$ cat src/scrb_pkg.sv
// constants for the system control register bank
// assumes byte-wide indexed CRT port access, one system clock
package scrb_pkg;

  // crt index/data port addresses, mono and colour mappings
  localparam logic [15:0] IO_INDEX_MONO = 16'h03B4;
  localparam logic [15:0] IO_DATA_MONO = 16'h03B5;
  localparam logic [15:0] IO_INDEX_COLOR = 16'h03D4;
  localparam logic [15:0] IO_DATA_COLOR = 16'h03D5;

  // register indices
  localparam logic [7:0] IDX_UNLOCK_KEY = 8'h39;
  localparam logic [7:0] IDX_BANK_FIRST = 8'h40;
  localparam logic [7:0] IDX_BANK_LAST = 8'h4F;
  localparam logic [7:0] IDX_SYS_CFG = 8'h40;
  localparam logic [7:0] IDX_SCRATCH = 8'h41;
  localparam logic [7:0] IDX_MODE_CTL = 8'h42;
  localparam logic [7:0] IDX_EXT_MODE = 8'h43;
  localparam logic [7:0] IDX_CUR_MODE = 8'h45;
  localparam logic [7:0] IDX_ORG_X_LO = 8'h46;
  localparam logic [7:0] IDX_ORG_X_HI = 8'h47;
  localparam logic [7:0] IDX_ORG_Y_LO = 8'h48;
  localparam logic [7:0] IDX_ORG_Y_HI = 8'h49;
  localparam logic [7:0] IDX_FG_STACK = 8'h4A;
  localparam logic [7:0] IDX_BG_STACK = 8'h4B;
  localparam logic [7:0] IDX_START_LO = 8'h4C;
  localparam logic [7:0] IDX_START_HI = 8'h4D;
  localparam logic [7:0] IDX_OFF_X = 8'h4E;
  localparam logic [7:0] IDX_OFF_Y = 8'h4F;

  // field positions and widths
  localparam int SYS_CFG_ENH_BIT = 0;
  localparam int SYS_CFG_WAIT_BIT = 4;
  localparam int MODE_INTERLACE_BIT = 5;
  localparam int EXT_WIDTH_B8_BIT = 2;
  localparam int EXT_HDOUBLE_BIT = 7;
  localparam int CUR_EN_BIT = 0;
  localparam int CUR_SPACE_BIT = 4;
  localparam int ORIGIN_W = 11;
  localparam int START_W = 13;
  localparam int OFFSET_W = 6;
  localparam logic [1:0] STACK_LAST = 2'h2;

  // reset and answer values
  localparam logic [7:0] RST_SYS_CFG = 8'h20;
  localparam logic [7:0] RST_REG8 = 8'h00;
  localparam logic [15:0] RST_REG16 = 16'h0000;
  localparam logic [7:0] RST_KEY = 8'h00;
  // arbitrary unlock key value
  localparam logic [7:0] UNLOCK_KEY = 8'hA5;
  localparam logic [7:0] LOCKED_READ = 8'hFF;
  localparam logic [7:0] UNMAPPED_READ = 8'h00;

endpackage

$ cat src/scrb_top.sv
// system control register bank behind the indexed crt port
// assumes host i/o strobes synchronous to i_clock, one access per cycle
`timescale 1ns/1ps
`default_nettype none

// Notes on behaviour
// - reset locks bank against reads and writes
// - matching key in lock register grants access
// - stays open until key changes away
// - data port 3B5 mono, 3D5 colour
// - config bit0 enhanced access, bit5 reserved one
// - config bit4 local bus wait states
// - index 41 plain firmware scratch byte
// - mode control bit5 selects interlace
// - extended mode bit2 legacy width bit8
// - extended mode bit7 horizontal counter double
// - cursor mode bit0 cursor on/off
// - cursor mode bit4 reserves right-side space
// - 46-47 hold 11-bit cursor x origin
// - 48-49 hold 11-bit cursor y origin
// - 4A three-deep foreground colour stack
// - 4B three-deep background colour stack
// - 4C-4D hold 13-bit pattern start address
// - 4E holds 6-bit pattern x offset
// - 4F holds 6-bit pattern y offset
// - 8-bit key register gates the bank
module scrb_top (
  // clock and reset
  input wire logic i_clock,
  input wire logic i_rst,
  // host i/o port
  input wire logic i_color_map,
  input wire logic [15:0] i_io_addr,
  input wire logic i_io_wr,
  input wire logic i_io_rd,
  input wire logic [7:0] i_io_wdata,
  output logic [7:0] o_io_rdata,
  output logic o_io_rd_hit,
  // bank state
  output logic o_unlocked,
  // mode controls
  output logic o_enhanced_access_en,
  output logic o_ready_wait_ctl,
  output logic o_interlace,
  output logic o_screen_width_b8,
  output logic o_hcount_double,
  // cursor controls
  output logic o_cursor_en,
  output logic o_cursor_right_space,
  output logic [10:0] o_cursor_x,
  output logic [10:0] o_cursor_y,
  output logic [23:0] o_cursor_fg,
  output logic [23:0] o_cursor_bg,
  output logic [12:0] o_cursor_start,
  output logic [5:0] o_cursor_off_x,
  output logic [5:0] o_cursor_off_y
);

  typedef struct packed {
    logic [7:0] index;
    logic [7:0] key;
    logic unlocked;
    logic [7:0] sys_cfg;
    logic [7:0] scratch;
    logic [7:0] mode_ctl;
    logic [7:0] ext_mode;
    logic [7:0] cur_mode;
    logic [15:0] org_x;
    logic [15:0] org_y;
    logic [2:0][7:0] fg;
    logic [2:0][7:0] bg;
    logic [1:0] fg_ptr;
    logic [1:0] bg_ptr;
    logic [15:0] start;
    logic [7:0] off_x;
    logic [7:0] off_y;
    logic [7:0] rdata;
    logic rd_hit;
  } scrb_state_t;

  scrb_state_t st;
  scrb_state_t next_st;

  logic idx_sel;
  logic dat_sel;
  logic in_bank;
  logic wr_index;
  logic rd_index;
  logic wr_data;
  logic rd_data;

  // port decode follows the mono/colour mapping
  assign idx_sel = (i_io_addr == (i_color_map ? scrb_pkg::IO_INDEX_COLOR
                                              : scrb_pkg::IO_INDEX_MONO));
  assign dat_sel = (i_io_addr == (i_color_map ? scrb_pkg::IO_DATA_COLOR
                                              : scrb_pkg::IO_DATA_MONO));
  assign in_bank = (st.index >= scrb_pkg::IDX_BANK_FIRST) &&
                   (st.index <= scrb_pkg::IDX_BANK_LAST);
  assign wr_index = i_io_wr && idx_sel;
  assign rd_index = i_io_rd && idx_sel;
  assign wr_data = i_io_wr && dat_sel;
  assign rd_data = i_io_rd && dat_sel;

  function automatic logic [1:0] step_ptr(input logic [1:0] ptr);
    step_ptr = (ptr == scrb_pkg::STACK_LAST) ? 2'h0 : ptr + 2'h1;
  endfunction

  function automatic logic [7:0] bank_read(input scrb_state_t s);
    case (s.index)
      scrb_pkg::IDX_SYS_CFG: bank_read = s.sys_cfg;
      scrb_pkg::IDX_SCRATCH: bank_read = s.scratch;
      scrb_pkg::IDX_MODE_CTL: bank_read = s.mode_ctl;
      scrb_pkg::IDX_EXT_MODE: bank_read = s.ext_mode;
      scrb_pkg::IDX_CUR_MODE: bank_read = s.cur_mode;
      scrb_pkg::IDX_ORG_X_LO: bank_read = s.org_x[7:0];
      scrb_pkg::IDX_ORG_X_HI: bank_read = s.org_x[15:8];
      scrb_pkg::IDX_ORG_Y_LO: bank_read = s.org_y[7:0];
      scrb_pkg::IDX_ORG_Y_HI: bank_read = s.org_y[15:8];
      scrb_pkg::IDX_FG_STACK: bank_read = s.fg[s.fg_ptr];
      scrb_pkg::IDX_BG_STACK: bank_read = s.bg[s.bg_ptr];
      scrb_pkg::IDX_START_LO: bank_read = s.start[7:0];
      scrb_pkg::IDX_START_HI: bank_read = s.start[15:8];
      scrb_pkg::IDX_OFF_X: bank_read = s.off_x;
      scrb_pkg::IDX_OFF_Y: bank_read = s.off_y;
      default: bank_read = scrb_pkg::UNMAPPED_READ;
    endcase
  endfunction

  always_comb begin
    next_st = st;
    next_st.rd_hit = 1'b0;
    if (wr_index) begin
      next_st.index = i_io_wdata;
    end
    if (rd_index) begin
      next_st.rd_hit = 1'b1;
      next_st.rdata = st.index;
    end
    // key register is always reachable
    if (dat_sel && st.index == scrb_pkg::IDX_UNLOCK_KEY) begin
      if (i_io_wr) begin
        next_st.key = i_io_wdata;
        next_st.unlocked = (i_io_wdata == scrb_pkg::UNLOCK_KEY);
      end
      if (i_io_rd) begin
        next_st.rd_hit = 1'b1;
        next_st.rdata = st.key;
      end
    end
    if (dat_sel && in_bank) begin
      if (i_io_rd) begin
        next_st.rd_hit = 1'b1;
        next_st.rdata = st.unlocked ? bank_read(st) : scrb_pkg::LOCKED_READ;
      end
      if (st.unlocked && (i_io_rd || i_io_wr)) begin
        if (st.index == scrb_pkg::IDX_FG_STACK) begin
          next_st.fg_ptr = step_ptr(st.fg_ptr);
        end
        if (st.index == scrb_pkg::IDX_BG_STACK) begin
          next_st.bg_ptr = step_ptr(st.bg_ptr);
        end
        if (i_io_rd && st.index == scrb_pkg::IDX_CUR_MODE) begin
          next_st.fg_ptr = 2'h0;
          next_st.bg_ptr = 2'h0;
        end
      end
      // writes land only while the key is held
      if (st.unlocked && i_io_wr) begin
        case (st.index)
          scrb_pkg::IDX_SYS_CFG: next_st.sys_cfg = i_io_wdata;
          scrb_pkg::IDX_SCRATCH: next_st.scratch = i_io_wdata;
          scrb_pkg::IDX_MODE_CTL: next_st.mode_ctl = i_io_wdata;
          scrb_pkg::IDX_EXT_MODE: next_st.ext_mode = i_io_wdata;
          scrb_pkg::IDX_CUR_MODE: next_st.cur_mode = i_io_wdata;
          scrb_pkg::IDX_ORG_X_LO: next_st.org_x[7:0] = i_io_wdata;
          scrb_pkg::IDX_ORG_X_HI: next_st.org_x[15:8] = i_io_wdata;
          scrb_pkg::IDX_ORG_Y_LO: next_st.org_y[7:0] = i_io_wdata;
          scrb_pkg::IDX_ORG_Y_HI: next_st.org_y[15:8] = i_io_wdata;
          scrb_pkg::IDX_FG_STACK: next_st.fg[st.fg_ptr] = i_io_wdata;
          scrb_pkg::IDX_BG_STACK: next_st.bg[st.bg_ptr] = i_io_wdata;
          scrb_pkg::IDX_START_LO: next_st.start[7:0] = i_io_wdata;
          scrb_pkg::IDX_START_HI: next_st.start[15:8] = i_io_wdata;
          scrb_pkg::IDX_OFF_X: next_st.off_x = i_io_wdata;
          scrb_pkg::IDX_OFF_Y: next_st.off_y = i_io_wdata;
          default: next_st.index = st.index;
        endcase
      end
    end
  end

  always_ff @(posedge i_clock or posedge i_rst) begin
    if (i_rst) begin
      st.index <= 8'h00;
      st.key <= scrb_pkg::RST_KEY;
      st.unlocked <= 1'b0;
      st.sys_cfg <= scrb_pkg::RST_SYS_CFG;
      st.scratch <= scrb_pkg::RST_REG8;
      st.mode_ctl <= scrb_pkg::RST_REG8;
      st.ext_mode <= scrb_pkg::RST_REG8;
      st.cur_mode <= scrb_pkg::RST_REG8;
      st.org_x <= scrb_pkg::RST_REG16;
      st.org_y <= scrb_pkg::RST_REG16;
      st.fg <= '0;
      st.bg <= '0;
      st.fg_ptr <= 2'h0;
      st.bg_ptr <= 2'h0;
      st.start <= scrb_pkg::RST_REG16;
      st.off_x <= scrb_pkg::RST_REG8;
      st.off_y <= scrb_pkg::RST_REG8;
      st.rdata <= 8'h00;
      st.rd_hit <= 1'b0;
    end else begin
      st <= next_st;
    end
  end

  assign o_io_rdata = st.rdata;
  assign o_io_rd_hit = st.rd_hit;
  assign o_unlocked = st.unlocked;
  assign o_enhanced_access_en = st.sys_cfg[scrb_pkg::SYS_CFG_ENH_BIT];
  assign o_ready_wait_ctl = st.sys_cfg[scrb_pkg::SYS_CFG_WAIT_BIT];
  assign o_interlace = st.mode_ctl[scrb_pkg::MODE_INTERLACE_BIT];
  assign o_screen_width_b8 = st.ext_mode[scrb_pkg::EXT_WIDTH_B8_BIT];
  assign o_hcount_double = st.ext_mode[scrb_pkg::EXT_HDOUBLE_BIT];
  assign o_cursor_en = st.cur_mode[scrb_pkg::CUR_EN_BIT];
  assign o_cursor_right_space = st.cur_mode[scrb_pkg::CUR_SPACE_BIT];
  assign o_cursor_x = st.org_x[scrb_pkg::ORIGIN_W-1:0];
  assign o_cursor_y = st.org_y[scrb_pkg::ORIGIN_W-1:0];
  assign o_cursor_fg = st.fg;
  assign o_cursor_bg = st.bg;
  assign o_cursor_start = st.start[scrb_pkg::START_W-1:0];
  assign o_cursor_off_x = st.off_x[scrb_pkg::OFFSET_W-1:0];
  assign o_cursor_off_y = st.off_y[scrb_pkg::OFFSET_W-1:0];
endmodule

`default_nettype wire

$ cat config.mk
export PLATFORM = sky130hd
export DESIGN_NAME = scrb_top
export DESIGN_NICKNAME = d
export VERILOG_FILES = /design/src/scrb_pkg.sv /design/src/scrb_top.sv
export SDC_FILE = /design/constraint.sdc
export NUM_CORES = 1
export LEC_CHECK = 0
export BUFFER_PORTS_ARGS = -buffer_cell sky130_fd_sc_hd__buf_4
export CORE_UTILIZATION = 55
export DETAILED_ROUTE_END_ITERATION = 7
export MAX_ROUTING_LAYER = met4
export PLACE_DENSITY = 0.77
export SLEW_MARGIN = 15
export SYNTH_ARGS = -nofsm -noshare
export SYNTH_HDL_FRONTEND = slang
export SYNTH_SLANG_ARGS = --single-unit
$ cat constraint.sdc
create_clock -name i_clock -period 7 [get_ports i_clock]
set_input_delay 0.7 -clock i_clock [delete_from_list [all_inputs] [get_ports i_clock]]
set_output_delay 0.7 -clock i_clock [all_outputs]
set_load 0.01 [all_outputs]
==> impl_metrics.py, run 1 <==
metrics = {
    "outcome": {
        "status": "finished clean",
    },
    "power": {
        "power.density_nw_per_um2": 195,
        "power_mw": 2.09,
        "vdd_drop_max_v": 0.000176,
        "power_leakage_nw": 5.09,
    },
    "floorplanning": {
        "die_h_um": 135,
        "num_rows": 48,
        "die_area_um2": 18200,
        "initial_core_util": 0.562,
        "core_area_um2": 17300,
        "die_w_um": 135,
        "ioPinCount": 141,
    },
    "global_route": {
        "antenna_found_initial": 0,
        "grt_pass1_wl_um": 39200,
        "grt_overflow": 0,
        "grt_max_degree": 118,
        "grtUsageTotal": 0.299,
        "grt_pass1_vias": 6622,
    },
    "yosys": {
        "ys_seq_area_frac": 0.468,
        "ys.flop_type": "dfrtp_1",
        "yosys.cell_types.count": 62,
        "synth-edff-count": 0,
        "netlist_area_um2": 9720,
        "syn_inst": 848,
        "synthArstFlopShare": 1.00,
        "ys_warn_count": 0,
        "synth_nets": 877,
        "ys_ff_latch": 182,
        "syn_avg_cell_area_um2": 11.5,
    },
    "cells_and_area": {
        "nets": 887,
        "final_common_cell": "dfrtp_1",
        "layout_common_cells": "181 x dfrtp_1, 164 x mux2_2, 148 x buf_4",
        "syn2layout_area_growth_pct": 10.5,
        "antenna_cells": 0,
        "fin_area_um2": 10700,
        "drive_above_1_share": 0.433,
        "fillCellCount": 1391,
        "instances_no_fill": 1096,
    },
    "clock_tree": {
        "cts_root_buf": "clkbuf_16",
        "htreeDepth": 4,
        "cts_buffer_depth": 2,
        "cts_tree": "done",
        "ctsHoldBuffers": 0,
        "cts.sinks": 182,
        "path_clk_slew_ns": 0.07,
        "clk_latency_ns": 0.43,
        "post_cts_buffers": 0,
        "cts.repair.resized": 0,
        "cts_buffers": 17,
    },
    "route": {
        "dr.first_iter.drc_count": 758,
        "vias": 6940,
        "drc": 0,
        "wl_per_cell_um": 23.5,
        "via_per_inst": 6.33,
        "first_pass_iters": 6,
        "routed_wl_um": 25700,
        "antenna_left": 0,
    },
    "setup_path": {
        "r2r_start": "st[178]$_DFFE_PP0P_",
        "r2r_slack_ns": 3.76,
        "r2r_end": "st[159]$_DFFE_PP0P_",
        "critPathRequiredTime_ns": 7.31,
        "arrival_ns": 3.55,
        "cp_max_fo": 20,
        "reg2reg_depth": 5,
        "crit_type": "flop to flop",
        "crit_path_start_kind": "flop",
        "endpoint_kind": "flop",
    },
    "timing": {
        "hold_viol": 0,
        "tns_ns": 0,
        "relSlewSlack": 0.302,
        "finalMaxSlewViolations": 0,
        "rsz0062_at_grt": "false",
        "timing.fmax_mhz": 309,
        "setup-violations-final": 0,
        "timing.final.crit_share": 0.463,
        "period_minus_slack_ns": 3.24,
        "tightest_slew_ns": 1.04,
        "fin_worst_skew_ns": 0.00735,
    },
    "placed_design": {
        "placed_cell_area_um2": 10100,
        "dp_cells": 1063,
        "dp_hpwl_um": 17100,
        "port_buffers": 140,
        "place.gp.congestion": 0.956,
    },
    "job": {
        "drv_cap": 0,
    },
    "min_path": {
        "hold_class": "input port to asynchronous set/reset pin",
    },
}
==> synth_stat cells (6+ instances only) <==
cell type / count / area share
o22ai_1: 9 / 0.0058
nand2_1: 42 / 0.016
nor3_1: 7 / 0.0036
o21ai_0: 20 / 0.010
buf_4: 103 / 0.080
nand3_1: 11 / 0.0057
mux2_2: 164 / 0.19
nor2_2: 8 / 0.0051
nand2b_1: 6 / 0.0039
and3_1: 9 / 0.0058
nor2b_1: 7 / 0.0045
mux2i_1: 32 / 0.033
dfrtp_1: 181 / 0.47
a21oi_1: 25 / 0.013
mux2_4: 8 / 0.012
nand4_1: 8 / 0.0051
clkbuf_1: 45 / 0.017
a31oi_1: 12 / 0.0077
nor3b_1: 7 / 0.0054
nor2_1: 36 / 0.014
a22oi_1: 15 / 0.012
buf_1: 7 / 0.0027
==> worst max-delay path, cell delays in order (launching register included) <==
cell and delay (ns):
dfrtp_1 0.45, or4b_4 0.75, nor3_4 0.47, nand4_1 0.39, nor4_4 0.63, mux2_2 0.42
==> cell families after synthesis <==
| logic type | synth area share |
|---|---|
| and+or+nand+nor | 0.102 |
| DFF | 0.468 |
| buffers and inverters | 0.104 |
| muxes | 0.241 |
| AOI/OAI and AO/OA | 0.0850 |
==> how the worst max path moves through the flow <==
| stage | cells past startpoint | to | slack (ns) | startpoint |
|---|---|---|---|---|
| after detailed placement | 7 | o_cursor_start[2]$_DFFE_PP0P_ | 3.77 | i_io_addr[11] |
| after floorplan | 1 | o_cursor_bg[0]$_DFFE_PP0P_ | 1.36 | i_rst |
| final | 5 | st[159]$_DFFE_PP0P_ | 3.76 | st[178]$_DFFE_PP0P_ |
| after CTS | 5 | st[159]$_DFFE_PP0P_ | 3.83 | st[178]$_DFFE_PP0P_ |
| after global placement | 7 | o_cursor_start[6]$_DFFE_PP0P_ | 3.81 | i_io_addr[11] |
| after global routing | 5 | st[159]$_DFFE_PP0P_ | 3.68 | st[178]$_DFFE_PP0P_ |
==> area by class of cell <==
cell class | count | area [um2] | share of cell area
sequential | 182 | 4560 | 0.424
multi-input combinational | 503 | 4160 | 0.387
timing repair buffer | 149 | 1140 | 0.106
clock buffer | 21 | 460 | 0.0429
tap | 225 | 282 | 0.0262
clock inverter | 11 | 123 | 0.0114
inverter | 5 | 23.8 | 0.00221
==> metal layers <==
metal / global-route usage / up-vias / wire length, um
met4: 0.123 / 0 / 829
met2: 0.442 / 365 / 12000
li1: - / 2992 / -
met1: 0.402 / 3522 / 10900
met5: - / - / 0
met3: 0.0638 / 61 / 2040
==> power by group <==
part | switching (mW) | leakage, nW | internal, mW
logic | 0.0573 | 2.29 | 0.0263
registers | 0.00362 | 2.52 | 1.05
clock network | 0.408 | 0.276 | 0.545
total | 0.469 | 5.09 | 1.63
==> sequential cells by signal (all words and copies together), names as in the netlist, 6 cells and up <==
register,cells
o_cursor_bg,24
o_cursor_start,13
o_cursor_x,11
o_cursor_off_y,6
o_io_rdata,8
o_cursor_fg,24
o_cursor_y,11
st,70
o_cursor_off_x,6
==> stage by stage <==
stage	util	hold WS [ns]	setup WS, ns
finish	0.621	0.235	3.76
global placement	0.586	0.482	3.81
global route	0.621	0.247	3.68
CTS	0.620	0.502	3.83
floorplan	-	0.472	1.36
detailed placement	0.586	0.488	3.77
(Power assumes the default switching activity.)
==> inputs of run 2 (changes only) <==
CORE_UTILIZATION = 52   (was 55)
PLACE_DENSITY = 0.76   (was 0.77)
clock period = 2.78 ns   (was 7 ns; I/O delays follow)
==> run 2 against run 1 <==
- the flow now finishes with violations (design-rule violations)
- first-iteration DRC count decreased by 10%
- routed wire length increased by 6.4%
- power increased to 2.6 times the previous value
- critical endpoint is now o_cursor_fg[5]$_DFFE_PP0P_
- highest routed layer unchanged
==> impl_metrics.py, run 2 (synthesized netlist as in run 1, its figures left out) <==
metrics = {
    "outcome": {
        "status": "complete, but fails checks",
        "violations": "design-rule violations",
    },
    "timing": {
        "timing.final.crit_share": 0.953,
        "setup-violations-final": 0,
        "worst_slack_ns": 0.132,
        "finalMaxSlewViolations": 0,
        "tightest_slew_ns": 0.753,
        "tns_ns": 0,
        "rsz0062_at_grt": "false",
        "hold_viol": 0,
        "fin_worst_skew_ns": 0.00521,
        "timing.fmax_mhz": 378,
        "whs_ns": 0.153,
        "period_minus_slack_ns": 2.65,
        "relSlewSlack": 0.485,
    },
    "setup_path": {
        "arrival_ns": 2.96,
        "slowest_stage": "or4_4",
        "r2r_slack_ns": 0.13,
        "crit_type": "flop to flop",
        "cp_max_fo": 8,
        "endpoint_kind": "flop",
        "crit_start": "st[179]$_DFFE_PP0P_",
        "crit_chain": "or4b_4 > nor3_4 > nand4_4 > or4_4 > mux2_4",
        "critPathRequiredTime_ns": 3.10,
        "cpPeakStageDelay_ns": 0.64,
        "crit_path_start_kind": "flop",
        "r2r_start": "st[179]$_DFFE_PP0P_",
    },
    "power": {
        "clock_power_share": 0.469,
        "sw_frac_of_total": 0.214,
        "p_int_mw": 4.25,
        "power_leakage_nw": 5.36,
        "vdd_drop_max_v": 0.000387,
        "power_frac_comb": 0.039,
        "power_mw": 5.42,
        "seqPwrFrac": 0.492,
        "power.density_nw_per_um2": 486,
        "p_sw_mw": 1.16,
    },
    "floorplanning": {
        "die_w_um": 139,
        "ioPinCount": 141,
        "die_area_um2": 19300,
        "die_h_um": 139,
        "num_rows": 49,
        "initial_core_util": 0.536,
        "core_area_um2": 18100,
    },
    "clock_tree": {
        "path_clk_slew_ns": 0.06,
        "clk_latency_ns": 0.43,
        "cts_buffers": 17,
        "post_cts_buffers": 0,
        "cts_tree": "done",
        "ctsHoldBuffers": 1,
        "cts_buffer_depth": 2,
        "cts.sinks": 182,
        "cts.repair.resized": 0,
        "htreeDepth": 4,
        "cts_root_buf": "clkbuf_16",
    },
    "route": {
        "drc": 14,
        "first_pass_iters": 8,
        "wl_per_cell_um": 23.8,
        "vias": 7052,
        "antenna_left": 0,
        "routed_wl_um": 27400,
        "via_per_inst": 6.15,
        "dr.first_iter.drc_count": 679,
    },
    "cells_and_area": {
        "antenna_cells": 0,
        "syn2layout_area_growth_pct": 14.7,
        "drive_above_1_share": 0.461,
        "fin_area_um2": 11200,
        "largest_register": "st",
        "layout_common_cells": "194 x buf_4, 181 x dfrtp_1, 164 x mux2_2",
        "largest_register_ff_count": 70,
        "nets": 935,
        "final_common_cell": "buf_4",
    },
    "global_route": {
        "grt_overflow": 0,
        "antenna_found_initial": 0,
        "grt_pass1_wl_um": 42200,
        "grtUsageTotal": 0.302,
        "grt_pass1_vias": 7104,
        "grt_max_degree": 96,
    },
    "min_path": {
        "min_from": "i_io_addr[0]",
        "hold_class": "input port to flop",
    },
    "placed_design": {
        "port_buffers": 140,
        "placed_cell_area_um2": 10500,
        "dp_hpwl_um": 19200,
        "place.gp.congestion": 1.02,
        "place_ws_ns": 0.151,
    },
    "job": {
        "drv_cap": 0,
    },
}
[run 2: cell count changes in the layout (fill, tap and decap cells not counted), sizes merged]
cell	before	now
buf	149	196
clkbuf	21	24
clkinvlp	4	1
inv	7	4
bufinv	2	3
clkinv	3	4
dlygate4sd3	0	1
[run 2: final cells by class]
cell class                 count  area [um2]
clock inverter                 7         118
fill                        1461        7000
tap                          229         287
timing repair buffer         197        1510
sequential                   182        4560
multi-input combinational    503        4160
clock buffer                  24         502
inverter                       5        22.5
[run 2: worst max-delay path: cells and delay by family (launching register included)]
family | cells | cell delay, ns
DFF | 1 | 0.44
and+or+nand+nor | 4 | 1.75
muxes | 1 | 0.34
[run 2: routing by layer]
layer	up-vias	wire, um	global-route usage
li1	3091	-	-
met1	3562	11900	0.407
met2	328	12800	0.457
met3	71	1740	0.0463
met4	0	963	0.132
met5	-	0	-
[run 2: worst paths after layout]
| kind | cells past startpoint | to |
|---|---|---|
| max in group asynchronous | 4 | o_cursor_x[7]$_DFFE_PP0P_ |
| setup / recovery | 5 | o_cursor_fg[5]$_DFFE_PP0P_ |
| min in group asynchronous | 3 | o_cursor_bg[16]$_DFFE_PP0P_ |
| setup reg to reg | 5 | o_cursor_fg[5]$_DFFE_PP0P_ |
| hold / removal | 2 | o_io_rd_hit$_DFF_PP0_ |
| hold reg to reg | 1 | st[159]$_DFFE_PP0P_ |
[run 2: per-stage QoR]
stage,util,std cells
6_report,0.614,1147
5_1_grt,0.614,1147
4_1_cts,0.614,1147
3_5_place_dp,0.580,1115
3_3_place_gp,0.580,1115
2_1_floorplan,-,848
[run 2: power groups by stage]
stage	Clock (mW)	Combinational, mW	Sequential [mW]
after global placement	0	0.210	2.71
after global routing	2.66	0.233	2.66
after floorplan	0	0.116	2.71
after CTS	2.55	0.215	2.66
after detailed placement	0	0.213	2.71
final	2.54	0.213	2.66
==> inputs of run 3 (changes only) <==
CORE_UTILIZATION = 55   (was 52)
PLACE_DENSITY = 0.77   (was 0.76)
clock period = 3.39 ns   (was 2.78 ns; I/O delays follow)
==> run 3 against run 2 <==
- the run now ends clean
- sequential power shrank 18%
- core utilization increased by 1.6 points
- via count is 1.5% lower
- sequential share of layout area is 0.91 points higher
- combinational power decreased by 18%
- non-clock buffer count is 23 lower
- clock-buffer cell count down 5
- register-to-register slack improved by 0.29 ns
- clock skew increased by 0.0046 ns
- setup slack improved by 0.29 ns
- die area down 5.4%
- global-route usage is 1.8 points higher
- largest cell class unchanged
==> impl_metrics.py, run 3 (synthesized netlist as in run 1, its figures left out) <==
metrics = {
    "outcome": {
        "status": "finished clean",
    },
    "floorplanning": {
        "ioPinCount": 141,
        "num_rows": 48,
        "die_w_um": 135,
        "initial_core_util": 0.562,
        "core_area_um2": 17300,
        "die_area_um2": 18200,
        "die_h_um": 135,
    },
    "power": {
        "vdd_drop_max_v": 0.000369,
        "power_leakage_nw": 5.21,
        "power.density_nw_per_um2": 394,
    },
    "placed_design": {
        "port_buffers": 140,
        "placed_cell_area_um2": 10300,
        "dp_hpwl_um": 18400,
        "place.gp.congestion": 0.955,
    },
    "setup_path": {
        "arrival_ns": 3.29,
        "critPathRequiredTime_ns": 3.71,
        "endpoint_kind": "flop",
        "crit_type": "flop to flop",
        "cp_max_fo": 10,
        "crit_path_start_kind": "flop",
    },
    "global_route": {
        "grt_pass1_vias": 6897,
        "grt_pass1_wl_um": 41300,
        "grt_max_degree": 183,
        "grt_util_met3": 0.0619,
        "grtUsageTotal": 0.320,
        "grt_use_met1": 0.418,
        "grt_overflow": 0,
        "busiest_layer": "met2",
        "grt_util_met2": 0.491,
        "antenna_found_initial": 0,
    },
    "cells_and_area": {
        "largest_register_ff_count": 70,
        "fillCellCount": 1392,
        "layout_common_cells": "181 x dfrtp_1, 173 x buf_4, 164 x mux2_2",
        "final_common_cell": "dfrtp_1",
        "antenna_cells": 0,
        "nets": 912,
        "largest_register": "st",
        "multi_input_area_um2": 4160,
        "fin_area_um2": 10900,
        "drive_above_1_share": 0.449,
        "syn2layout_area_growth_pct": 12.2,
        "register_area_um2": 4560,
    },
    "timing": {
        "relSlewSlack": 0.340,
        "setup-violations-final": 0,
        "whs_ns": 0.187,
        "timing.final.crit_share": 0.876,
        "period_minus_slack_ns": 2.97,
        "fin_worst_skew_ns": 0.00979,
        "tightest_slew_ns": 0.990,
        "rsz0062_at_grt": "false",
        "hold_viol": 0,
        "tns_ns": 0,
        "timing.fmax_mhz": 337,
        "finalMaxSlewViolations": 0,
    },
    "route": {
        "wl_per_cell_um": 24.2,
        "dr.first_iter.drc_count": 675,
        "vias": 6943,
        "via_per_inst": 6.19,
        "antenna_left": 0,
        "drc": 0,
        "first_pass_iters": 8,
        "routed_wl_um": 27100,
    },
    "min_path": {
        "hold_class": "input port to asynchronous set/reset pin",
    },
    "clock_tree": {
        "cts.sinks": 182,
        "cts_root_buf": "clkbuf_16",
        "clk_latency_ns": 0.44,
        "ctsHoldBuffers": 0,
        "htreeDepth": 4,
        "path_clk_slew_ns": 0.07,
        "cts_buffer_depth": 2,
        "cts_buffers": 17,
        "cts_tree": "done",
        "cts.repair.resized": 0,
        "post_cts_buffers": 0,
    },
    "job": {
        "drv_cap": 0,
    },
}
-- run 3: final timing paths --
kind	from	end	slack (ns)	cells past startpoint
worst max-delay path	st[178]$_DFFE_PP0P_	st[159]$_DFFE_PP0P_	0.42	5
worst min-delay path	i_rst	o_cursor_bg[23]$_DFFE_PP0P_	0.19	3
worst max register to register	st[178]$_DFFE_PP0P_	st[159]$_DFFE_PP0P_	0.42	5
worst min register to register	st[130]$_DFFE_PP0P_	st[130]$_DFFE_PP0P_	0.51	1
max in group asynchronous	i_rst	st[181]$_DFFE_PP0P_	2.47	3
min in group i_clock	i_io_addr[0]	o_io_rd_hit$_DFF_PP0_	0.22	2
-- run 3: layout make-up --
cell class / instances / area share
Sequential cell: 182 / 0.418
Multi-Input combinational cell: 503 / 0.381
Timing Repair Buffer: 174 / 0.121
Clock buffer: 19 / 0.0397
Tap cell: 225 / 0.0258
Clock inverter: 13 / 0.0125
Inverter: 5 / 0.00206
-- run 3: per-stage QoR --
step / worst slack (ns) / cells / utilization / power (mW)
final: 0.421 / 1121 / 0.631 / 4.29
after global routing: 0.328 / 1121 / 0.631 / 4.43
after CTS: 0.424 / 1121 / 0.631 / 4.32
after detailed placement: 0.462 / 1089 / 0.598 / 2.40
after global placement: 0.509 / 1089 / 0.598 / 2.40
after floorplan: 0.715 / 848 / - / 2.32
-- run 3: critical path: stages, from the launching register on --
cell     delay [ns]
dfrtp_1        0.46
or4b_4         0.58
nor3_4         0.44
nand4_1        0.41
nor4_4         0.55
mux2_2         0.41
-- run 3: where the power goes --
group	switching [mW]	leakage, nW	internal [mW]
sequential	0.00527	2.52	2.18
combinational	0.122	2.41	0.0526
clock	0.898	0.275	1.04
total	1.03	5.21	3.27
-- run 3: layer usage --
metal | wire length, um | up-vias | part of all wire
li1 | - | 3042 | -
met5 | 0 | - | 0
met2 | 13100 | 304 | 0.48
met4 | 884 | 0 | 0.033
met3 | 1730 | 61 | 0.064
met1 | 11400 | 3536 | 0.42
